<file path="src/hdl/cit_defs.svh">
// Offsets, field positions, codes and reset values of the interrupt and time-base unit
`ifndef CIT_DEFS_SVH
`define CIT_DEFS_SVH
`define CIT_ADDR_TBC 8'h00
`define CIT_ADDR_TSC 8'h04
`define CIT_ADDR_VEC 8'h08
`define CIT_ADDR_INT 8'h0C
`define CIT_ADDR_RXV 8'h10
`define CIT_ADDR_TXV 8'h14
`define CIT_TSC_PRE_MSB 9
`define CIT_TSC_EN_BIT 16
`define CIT_TSC_EOF_BIT 17
`define CIT_TSC_RES_BIT 18
`define CIT_EN_SHIFT 16
`define CIT_CODE_NONE 7'h40
`define CIT_CODE_TXAT 7'h4A
`define CIT_CODE_TEF 7'h49
`define CIT_CODE_IVM 7'h48
`define CIT_CODE_MOD 7'h47
`define CIT_CODE_TBC 7'h46
`define CIT_CODE_MAB 7'h45
`define CIT_CODE_ADDR 7'h44
`define CIT_CODE_RXOV 7'h43
`define CIT_CODE_WAK 7'h42
`define CIT_CODE_CERR 7'h41
`define CIT_ZERO32 32'h0000_0000
`define CIT_ONES32 32'hFFFF_FFFF
`define CIT_PRE_ZERO 10'h000
`endif

</file>
<file path="src/hdl/cit_pkg.sv">
// Shared types and code-encoding function
`include "cit_defs.svh"
package cit_pkg;
    typedef logic [6:0] cit_code_type;
    typedef logic [9:0] cit_pre_type;

    // Highest set index wins; empty vector gives the no-interrupt code
    function automatic cit_code_type cit_high_code(input logic [31:0] v);
        cit_code_type c;
        c = `CIT_CODE_NONE;
        for (int i = 0; i < 32; i++) begin
            if (v[i]) begin
                c = 7'(i);
            end
        end
        return c;
    endfunction : cit_high_code
endpackage : cit_pkg

</file>
<file path="src/hdl/cit_tb_if.sv">
// Link between the register core and the time base counter
`timescale 1ns/1ps
interface cit_tb_if;
    logic enable;
    cit_pkg::cit_pre_type prescale;
    logic load;
    logic [31:0] load_value;
    logic [31:0] count;
    logic wrap;
    modport core (output enable, output prescale, output load, output load_value,
                  input count, input wrap);
    modport tbase (input enable, input prescale, input load, input load_value,
                   output count, output wrap);
endinterface : cit_tb_if

</file>
<file path="src/hdl/cit_top.sv">
// Interrupt code, flag register and time stamp unit of the CAN FD controller
// What this block does
// - Time base counts once every prescale plus one clocks while enabled.
// - Clearing the enable stops the time base and zeroes it.
// - Writing the counter restarts the prescaler count, prescale setting kept.
// - End-of-frame mode stamps when the received or sent frame becomes valid.
// - Otherwise stamp at start of frame, FD optionally at bit after FDF.
// - Counter wrap sets a sticky flag until software clears it.
// - Receive code gives highest pending receive FIFO, or 40h when idle.
// - Transmit code gives highest FIFO, queue as zero, or 40h when idle.
// - Filter match field reports the number of the matching filter.
// - Every code field reports the highest-numbered pending source.
// - Global codes 4Ah down to 46h for attempt, event FIFO, invalid, mode, wrap.
// - Global codes 45h down to 40h for buffer, address, overflow, wake, bus, none.
// - Global code reports pending FIFO number, transmit queue as zero.
// - Enable bits sit in 31..24 and 20..16 in fixed order.
// - Flags sit sixteen bits below their enables; gaps read zero.
// - Hardware sets the sticky flags; only a software write clears them.
// - Summary status flags are read-only and follow their pending condition.
// - Any change of reported operating mode sets the mode change flag.
// - Receive and transmit summary flags follow any pending FIFO interrupt.
// - Event FIFO flag follows the event FIFO interrupt condition.
// - Per-FIFO receive pending is its flag gated by its enable.
// - Transmit pending bit 0 is the queue, bits 1..31 the FIFOs.
`timescale 1ns/1ps
`include "cit_defs.svh"
module cit_top (
    input wire logic sys_clk,
    input wire logic rst_n,
    input wire logic reg_wr,
    input wire logic reg_rd,
    input wire logic [7:0] reg_addr,
    input wire logic [31:0] reg_wdata,
    output logic [31:0] reg_rdata,
    input wire logic invalid_msg_evt,
    input wire logic wake_evt,
    input wire logic bus_error_evt,
    input wire logic mab_error_evt,
    input wire logic addr_error_evt,
    input wire logic [2:0] operating_mode_status,
    input wire logic [31:0] rx_ovf_pending,
    input wire logic [31:0] tx_attempt_pending,
    input wire logic spi_check_pending,
    input wire logic ram_correction_pending,
    input wire logic tef_pending,
    input wire logic [31:0] rx_fifo_flags,
    input wire logic [31:0] rx_fifo_enables,
    input wire logic [31:0] tx_fifo_flags,
    input wire logic [31:0] tx_fifo_enables,
    input wire logic filter_match_evt,
    input wire logic [4:0] filter_match_in,
    input wire logic sof_sample,
    input wire logic fdf_next_sample,
    input wire logic rx_frame_ok,
    input wire logic tx_frame_ok,
    output logic [31:0] stamp_value,
    output logic stamp_strobe,
    output logic irq_n
);
    cit_tb_if tb_link ();

    cit_tbase u_tbase (
        .sys_clk(sys_clk),
        .rst_n(rst_n),
        .tb(tb_link.tbase)
    );

    // Control registers
    logic tb_enable_r;
    logic stamp_at_frame_end_r;
    logic fd_stamp_after_fdf_r;
    cit_pkg::cit_pre_type time_base_prescale_r;
    logic [7:0] en_hi_r;
    logic [4:0] en_lo_r;

    // Sticky flags
    logic invalid_msg_flag_r;
    logic wake_flag_r;
    logic bus_error_flag_r;
    logic system_error_flag_r;
    logic mab_cause_r;
    logic addr_cause_r;
    logic mode_change_flag_r;
    logic time_base_wrap_flag_r;
    logic [2:0] mode_prev_r;
    logic mode_primed_r;
    logic [4:0] filter_match_number_r;

    // Decode
    wire logic wr_tbc = reg_wr && reg_addr == `CIT_ADDR_TBC;
    wire logic wr_tsc = reg_wr && reg_addr == `CIT_ADDR_TSC;
    wire logic wr_int = reg_wr && reg_addr == `CIT_ADDR_INT;

    // Per-FIFO pending vectors
    wire logic [31:0] rx_fifo_pending_vector =
        {rx_fifo_flags[31:1] & rx_fifo_enables[31:1], 1'b0};
    wire logic [31:0] tx_fifo_pending_vector =
        tx_fifo_flags & tx_fifo_enables;

    // Read-only summary flags
    wire logic rx_overflow_flag = |rx_ovf_pending[31:1];
    wire logic tx_attempt_flag = |tx_attempt_pending;
    wire logic spi_check_flag = spi_check_pending;
    wire logic ram_correction_flag = ram_correction_pending;
    wire logic tx_event_fifo_flag = tef_pending;
    wire logic rx_summary_flag = |rx_fifo_pending_vector;
    wire logic tx_summary_flag = |tx_fifo_pending_vector;

    // Enable fields, top down
    wire logic invalid_msg_enable = en_hi_r[7];
    wire logic wake_enable = en_hi_r[6];
    wire logic bus_error_enable = en_hi_r[5];
    wire logic system_error_enable = en_hi_r[4];
    wire logic rx_overflow_enable = en_hi_r[3];
    wire logic tx_attempt_enable = en_hi_r[2];
    wire logic tx_event_fifo_enable = en_lo_r[4];
    wire logic mode_change_enable = en_lo_r[3];
    wire logic time_base_wrap_enable = en_lo_r[2];
    wire logic rx_summary_enable = en_lo_r[1];
    wire logic tx_summary_enable = en_lo_r[0];

    wire logic [7:0] flag_hi = {invalid_msg_flag_r, wake_flag_r, bus_error_flag_r,
        system_error_flag_r, rx_overflow_flag, tx_attempt_flag, spi_check_flag,
        ram_correction_flag};
    wire logic [4:0] flag_lo = {tx_event_fifo_flag, mode_change_flag_r,
        time_base_wrap_flag_r, rx_summary_flag, tx_summary_flag};
    wire logic [31:0] int_word = {en_hi_r, 3'b000, en_lo_r,
        flag_hi, 3'b000, flag_lo};
    wire logic any_enabled = |((int_word >> `CIT_EN_SHIFT) & int_word);

    // Codes
    wire cit_pkg::cit_code_type receive_code =
        cit_pkg::cit_high_code(rx_fifo_pending_vector);
    wire cit_pkg::cit_code_type transmit_code =
        cit_pkg::cit_high_code(tx_fifo_pending_vector);
    wire logic [31:0] fifo_irq_vec =
        ({32{rx_summary_enable}} & rx_fifo_pending_vector)
        | ({32{tx_summary_enable}} & tx_fifo_pending_vector);
    wire cit_pkg::cit_code_type fifo_code = cit_pkg::cit_high_code(fifo_irq_vec);
    // Highest number first, so the chain order is the priority
    wire cit_pkg::cit_code_type global_irq_code =
        (tx_attempt_flag && tx_attempt_enable) ? `CIT_CODE_TXAT :
        (tx_event_fifo_flag && tx_event_fifo_enable) ? `CIT_CODE_TEF :
        (invalid_msg_flag_r && invalid_msg_enable) ? `CIT_CODE_IVM :
        (mode_change_flag_r && mode_change_enable) ? `CIT_CODE_MOD :
        (time_base_wrap_flag_r && time_base_wrap_enable) ? `CIT_CODE_TBC :
        (mab_cause_r && system_error_enable) ? `CIT_CODE_MAB :
        (addr_cause_r && system_error_enable) ? `CIT_CODE_ADDR :
        (rx_overflow_flag && rx_overflow_enable) ? `CIT_CODE_RXOV :
        (wake_flag_r && wake_enable) ? `CIT_CODE_WAK :
        (bus_error_flag_r && bus_error_enable) ? `CIT_CODE_CERR :
        fifo_code;

    wire logic [31:0] vec_word = {1'b0, receive_code, 1'b0, transmit_code,
        3'b000, filter_match_number_r, 1'b0, global_irq_code};
    wire logic [31:0] tsc_word = {13'h0000, fd_stamp_after_fdf_r,
        stamp_at_frame_end_r, tb_enable_r, 6'h00, time_base_prescale_r};

    // Unmapped offsets read zero, so a stray probe sees nothing
    wire logic [31:0] rd_mux =
        (reg_addr == `CIT_ADDR_TBC) ? tb_link.count :
        (reg_addr == `CIT_ADDR_TSC) ? tsc_word :
        (reg_addr == `CIT_ADDR_VEC) ? vec_word :
        (reg_addr == `CIT_ADDR_INT) ? int_word :
        (reg_addr == `CIT_ADDR_RXV) ? rx_fifo_pending_vector :
        (reg_addr == `CIT_ADDR_TXV) ? tx_fifo_pending_vector :
        `CIT_ZERO32;

    // Time base link
    assign tb_link.enable = tb_enable_r;
    assign tb_link.prescale = time_base_prescale_r;
    assign tb_link.load = wr_tbc;
    assign tb_link.load_value = reg_wdata;

    // Sticky flag next values: a set in the clearing cycle survives
    wire logic clr_ok_ivm = !wr_int || reg_wdata[15];
    wire logic clr_ok_wak = !wr_int || reg_wdata[14];
    wire logic clr_ok_cerr = !wr_int || reg_wdata[13];
    wire logic clr_ok_serr = !wr_int || reg_wdata[12];
    wire logic clr_ok_mod = !wr_int || reg_wdata[3];
    wire logic clr_ok_tbc = !wr_int || reg_wdata[2];
    wire logic mode_evt = mode_primed_r && operating_mode_status != mode_prev_r;
    wire logic invalid_msg_flag_nxt = invalid_msg_evt || (invalid_msg_flag_r && clr_ok_ivm);
    wire logic wake_flag_nxt = wake_evt || (wake_flag_r && clr_ok_wak);
    wire logic bus_error_flag_nxt = bus_error_evt || (bus_error_flag_r && clr_ok_cerr);
    wire logic mab_cause_nxt = mab_error_evt || (mab_cause_r && clr_ok_serr);
    wire logic addr_cause_nxt = addr_error_evt || (addr_cause_r && clr_ok_serr);
    wire logic mode_change_flag_nxt = mode_evt || (mode_change_flag_r && clr_ok_mod);
    wire logic time_base_wrap_flag_nxt =
        tb_link.wrap || (time_base_wrap_flag_r && clr_ok_tbc);

    always_ff @(posedge sys_clk or negedge rst_n) begin
        if (!rst_n) begin
            tb_enable_r <= 1'b0;
            stamp_at_frame_end_r <= 1'b0;
            fd_stamp_after_fdf_r <= 1'b0;
            time_base_prescale_r <= `CIT_PRE_ZERO;
        end else if (wr_tsc) begin
            tb_enable_r <= reg_wdata[`CIT_TSC_EN_BIT];
            stamp_at_frame_end_r <= reg_wdata[`CIT_TSC_EOF_BIT];
            fd_stamp_after_fdf_r <= reg_wdata[`CIT_TSC_RES_BIT];
            time_base_prescale_r <= reg_wdata[`CIT_TSC_PRE_MSB:0];
        end
    end

    always_ff @(posedge sys_clk or negedge rst_n) begin
        if (!rst_n) begin
            en_hi_r <= 8'h00;
            en_lo_r <= 5'h00;
        end else if (wr_int) begin
            en_hi_r <= reg_wdata[31:24];
            en_lo_r <= reg_wdata[20:16];
        end
    end

    always_ff @(posedge sys_clk or negedge rst_n) begin
        if (!rst_n) begin
            invalid_msg_flag_r <= 1'b0;
            wake_flag_r <= 1'b0;
            bus_error_flag_r <= 1'b0;
            mab_cause_r <= 1'b0;
            addr_cause_r <= 1'b0;
            mode_change_flag_r <= 1'b0;
            time_base_wrap_flag_r <= 1'b0;
        end else begin
            invalid_msg_flag_r <= invalid_msg_flag_nxt;
            wake_flag_r <= wake_flag_nxt;
            bus_error_flag_r <= bus_error_flag_nxt;
            mab_cause_r <= mab_cause_nxt;
            addr_cause_r <= addr_cause_nxt;
            mode_change_flag_r <= mode_change_flag_nxt;
            time_base_wrap_flag_r <= time_base_wrap_flag_nxt;
        end
    end
    // Two causes kept apart so the code can tell them; one flag shows both
    assign system_error_flag_r = mab_cause_r | addr_cause_r;

    // Mode is only tracked after one clean sample, so reset never flags
    always_ff @(posedge sys_clk or negedge rst_n) begin
        if (!rst_n) begin
            mode_prev_r <= 3'h0;
            mode_primed_r <= 1'b0;
        end else begin
            mode_prev_r <= operating_mode_status;
            mode_primed_r <= 1'b1;
        end
    end

    always_ff @(posedge sys_clk or negedge rst_n) begin
        if (!rst_n) begin
            filter_match_number_r <= 5'h00;
        end else if (filter_match_evt) begin
            filter_match_number_r <= filter_match_in;
        end
    end

    // Stamp point selection; an FD frame overwrites its SOF stamp at the res bit
    wire logic stamp_end_pt = stamp_at_frame_end_r && (rx_frame_ok || tx_frame_ok);
    wire logic stamp_sof_pt = !stamp_at_frame_end_r && sof_sample;
    wire logic stamp_res_pt = !stamp_at_frame_end_r && fd_stamp_after_fdf_r
        && fdf_next_sample;
    wire logic stamp_now = stamp_end_pt || stamp_sof_pt || stamp_res_pt;

    always_ff @(posedge sys_clk or negedge rst_n) begin
        if (!rst_n) begin
            stamp_value <= `CIT_ZERO32;
            stamp_strobe <= 1'b0;
        end else begin
            stamp_strobe <= stamp_now;
            if (stamp_now) begin
                stamp_value <= tb_link.count;
            end
        end
    end

    always_ff @(posedge sys_clk or negedge rst_n) begin
        if (!rst_n) begin
            reg_rdata <= `CIT_ZERO32;
            irq_n <= 1'b1;
        end else begin
            reg_rdata <= reg_rd ? rd_mux : reg_rdata;
            irq_n <= !any_enabled;
        end
    end
endmodule : cit_top

</file>
<file path="src/hdl/cit_tbase.sv">
// Prescaled 32-bit free-running time base counter
`timescale 1ns/1ps
`include "cit_defs.svh"
module cit_tbase (
    input wire logic sys_clk,
    input wire logic rst_n,
    cit_tb_if.tbase tb
);
    cit_pkg::cit_pre_type pre_cnt_r;
    logic [31:0] count_r;
    logic wrap_r;
    // At or past the setting, so a lowered prescale never waits for a 10-bit wrap
    wire logic tick = (pre_cnt_r >= tb.prescale);
    wire logic at_top = (count_r == `CIT_ONES32);

    assign tb.count = count_r;
    assign tb.wrap = wrap_r;

    always_ff @(posedge sys_clk or negedge rst_n) begin
        if (!rst_n) begin
            pre_cnt_r <= `CIT_PRE_ZERO;
            count_r <= `CIT_ZERO32;
            wrap_r <= 1'b0;
        end else if (!tb.enable) begin
            pre_cnt_r <= `CIT_PRE_ZERO;
            count_r <= `CIT_ZERO32;
            wrap_r <= 1'b0;
        end else if (tb.load) begin
            pre_cnt_r <= `CIT_PRE_ZERO;
            count_r <= tb.load_value;
            wrap_r <= 1'b0;
        end else begin
            pre_cnt_r <= tick ? `CIT_PRE_ZERO : pre_cnt_r + 10'h001;
            count_r <= tick ? count_r + 32'h0000_0001 : count_r;
            wrap_r <= tick & at_top;
        end
    end
endmodule : cit_tbase

</file>
<file path="config.mk">
export PLATFORM = sky130hd
export DESIGN_NAME = cit_top
export DESIGN_NICKNAME = d
export VERILOG_FILES = /design/src/hdl/cit_pkg.sv /design/src/hdl/cit_tb_if.sv /design/src/hdl/cit_top.sv /design/src/hdl/cit_tbase.sv
export VERILOG_INCLUDE_DIRS = /design/src /design/src/hdl
export SDC_FILE = /design/constraint.sdc
export NUM_CORES = 1
export LEC_CHECK = 0
export ABC_AREA = 1
export BUFFER_PORTS_ARGS = -buffer_cell sky130_fd_sc_hd__buf_2
export CORE_ASPECT_RATIO = 1.1
export CORE_MARGIN = 5
export CORE_UTILIZATION = 30
export CTS_CLUSTER_SIZE = 8
export DETAILED_ROUTE_END_ITERATION = 8
export PLACE_DENSITY = 0.48
export REMOVE_ABC_BUFFERS = 1
export SYNTH_ARGS = -nofsm -noshare
export SYNTH_HDL_FRONTEND = slang
export SYNTH_HIERARCHICAL = 1
export SYNTH_SLANG_ARGS = --single-unit
export TNS_END_PERCENT = 10
</file>
<file path="constraint.sdc">
create_clock -name sys_clk -period 3.18 [get_ports sys_clk]
set_input_delay 0.636 -clock sys_clk [delete_from_list [all_inputs] [get_ports sys_clk]]
set_output_delay 0.636 -clock sys_clk [all_outputs]
set_load 0.02 [all_outputs]
</file>
==> metrics.cfg <==
[clocking]
ctsHoldBuffers = 0
cts_root_buf = clkbuf_16
cts_made_buffers = 17
cts_sinks = 151
postCtsSetupRepairBufs = 0
clk_pin_slew_ns = 0.07
cts_tree = built
cts_max_level = 4
insertion_delay_ns = 0.44
clock_path_buffers = 2

[setup_path]
cp.required_ns = 3.51
startpoint_type = register
slowest_stage = dfrtp_2
critPathLaunch = en_lo_r[1]
worstReg2RegStart = en_lo_r[1]
cpMostUsedCell = nand2_1
worst-setup-path-type = register to register
crit_buf_inv = 1
slowest_delay_ns = 0.49
arrival_ns = 3.38
end_kind = register
crit_fanout = 5
critPathTopFamily = simple AND/OR/NAND/NOR gates

[drt]
drtIter0Drc = 742
drt_wl_total_mm = 41.54
wire_per_inst_um = 18.01
dr.pass1.iters = 5
viasPerCell = 4.825
final_antenna_net_count = 0
vias = 11130
drc = 0

[global_routing]
gr-total-overflow = 0
antenna_found_initial = 3
grt_pass1_wl_mm = 64.09
grt_pass1_vias = 11210
grt_use_total_pct = 22.15
grt_max_degree = 70

[layout]
nets = 2130
layout_commonest_cell = nand2_1
drive_gt1_share_pct = 25.93
syn_to_final_growth_pct = 30.89
layout_common_cells = nand2_1, buf_2, nor2_1
fillers = 3567

[yosys]
ys_ff_latch = 151
syn_avg_cell_area_um2 = 6.717
yosysSeqAreaShare_pct = 37.54
yosys_most_used_dff = dfrtp_1
async_reset_ff_share_pct = 100.0
yosysWarnings = 6
synth_edf_count = 0
netlist_area_mm2 = 0.01007
syn_inst = 1499
yosys.cell_types.count = 54

[timing]
worst_pin_slew_ns = 0.7629
setup_violations = 0
fin_tns_setup_ns = 0
finalHoldViolCount = 0
skew_ns = 0.01207
rsz0062_at_grt = yes
period_share_pct = 95.88
finalCriticalPeriod_ns = 3.049
final-max-slew-violation-count = 0
slew_headroom_pct = 49.08
clock.fmax_mhz = 328.0

[power]
powerDensity_mw_per_mm2 = 366.7
p_seq_share_pct = 41.3
p_int_uw = 3389
sw_frac_of_total_pct = 29.86
clkPwrFrac_pct = 43.1
p_leak_uw = 0.007010
p_switching_uw = 1443
vdd_drop_max_mv = 0.3173
p_comb_share_pct = 15.6
p_total_uw = 4832

[floorplan]
die_w_um = 184.7
start_util_pct = 30.33
io-pin-count = 323
core_mm2 = 0.03319
die_height_um = 202.1
dieArea_mm2 = 0.03733
rows = 70

[min_path]
holdCritPathClass = input port to async pin

[place]
gp_congestion = 0.9119
dp.final_hpwl_mm = 33.97
port_buffers = 319

[run]
cap_violations = 0

[status]
status = complete, no violations

==> power groups by stage <==
stage | Clock (uW) | Combinational, uW | Sequential (uW)
finish | 2080 | 755 | 2000
global route | 2220 | 848 | 2000
CTS | 2130 | 754 | 1990
detailed placement | 0 | 750 | 2030
global placement | 0 | 746 | 2030
floorplan | 0 | 319 | 2030
==> sequential cells by signal (all words and copies together), names as in the netlist, 3 cells and up <==
register               flops
reg_rdata                 32
stamp_value               32
u_tbase/tb.count          32
tb_link.prescale          10
u_tbase/pre_cnt_r         10
en_hi_r                    8
en_lo_r                    5
filter_match_number_r      5
mode_prev_r                3
==> cell type report <==
type	count	area, um2	share of cell area [%]
Clock buffer	18	439.2	3.332
Multi-Input combinational cell	1159	5577	42.31
Tap cell	432	540.5	4.101
Clock inverter	14	156.4	1.187
Sequential cell	151	3782	28.70
Inverter	144	548.0	4.158
Timing Repair Buffer	388	2133	16.19
Antenna cell	1	2.502	0.01899
==> kinds of logic after synthesis <==
logic type | share of synthesized area (%)
compound gates | 14.38
xor+xnor | 1.131
fa+ha+maj | 1.491
buf+inv | 7.431
flops | 37.54
mux | 2.013
other cells | 0.03725
simple gates | 35.98
==> synthesized netlist by cell type, drive strengths merged, types with 3 or more instances <==
cell type    n  share of area (%)
mux2        18                2.0
nand4       12               0.75
ha          12                1.5
o221ai       9               0.78
nor4        21                1.3
nand2      609                 23
clkbuf      29                1.1
a21oi       53                2.6
o22ai       47                3.0
xnor2        3               0.26
clkinv       4               0.15
a21boi       9               0.67
o21bai       8               0.60
o21ai       77                3.8
inv        140                5.2
a221oi      12                1.0
or2          3               0.19
o31ai        4               0.30
nand3       60                3.1
o2111ai      3               0.26
a31oi        5               0.31
buf         16               0.98
xor2        10               0.87
dfrtp      150                 37
nor2       164                7.2
nor3         6               0.30
==> final timing paths <==
kind	slack, ns	endpoint	cells past startpoint
min reg2reg	0.46	time_base_wrap_flag_r	2
min	0.22	stamp_value[4]	1
max	0.13	reg_rdata[0]	47
min in group sys_clk	0.33	mode_prev_r[0]	1
max in group asynchronous	2.15	irq_n	2
max reg2reg	0.13	reg_rdata[0]	47
==> what timing repair did <==
action | in CTS | in global routing
resized for setup | 0 | 17
endpoints found under the setup margin | 0 | 3
endpoints found under the hold margin | 0 | 0
==> metal layers <==
layer	GRT usage, %	routed length (um)	vias up
met5	0	27	-
met1	30.56	18720	5094
li1	-	-	5616
met4	6.083	1030	4
met3	4.410	2670	53
met2	35.43	19090	365
==> stage by stage <==
stage	cells	util, %	cell area (um2)	setup WS, ns	hold slack (ns)
finish	2307	39.70	13180	0.1311	0.2182
global route	2307	39.70	13180	-0.2555	0.2733
CTS	2306	39.56	13130	0.02703	0.2469
detailed placement	2274	37.77	12540	-0.1631	0.4512
global placement	2274	37.77	12540	-0.1782	0.4399
floorplan	1454	-	9861	-1.929	0.3404
Power figures use the tool's default switching activity.
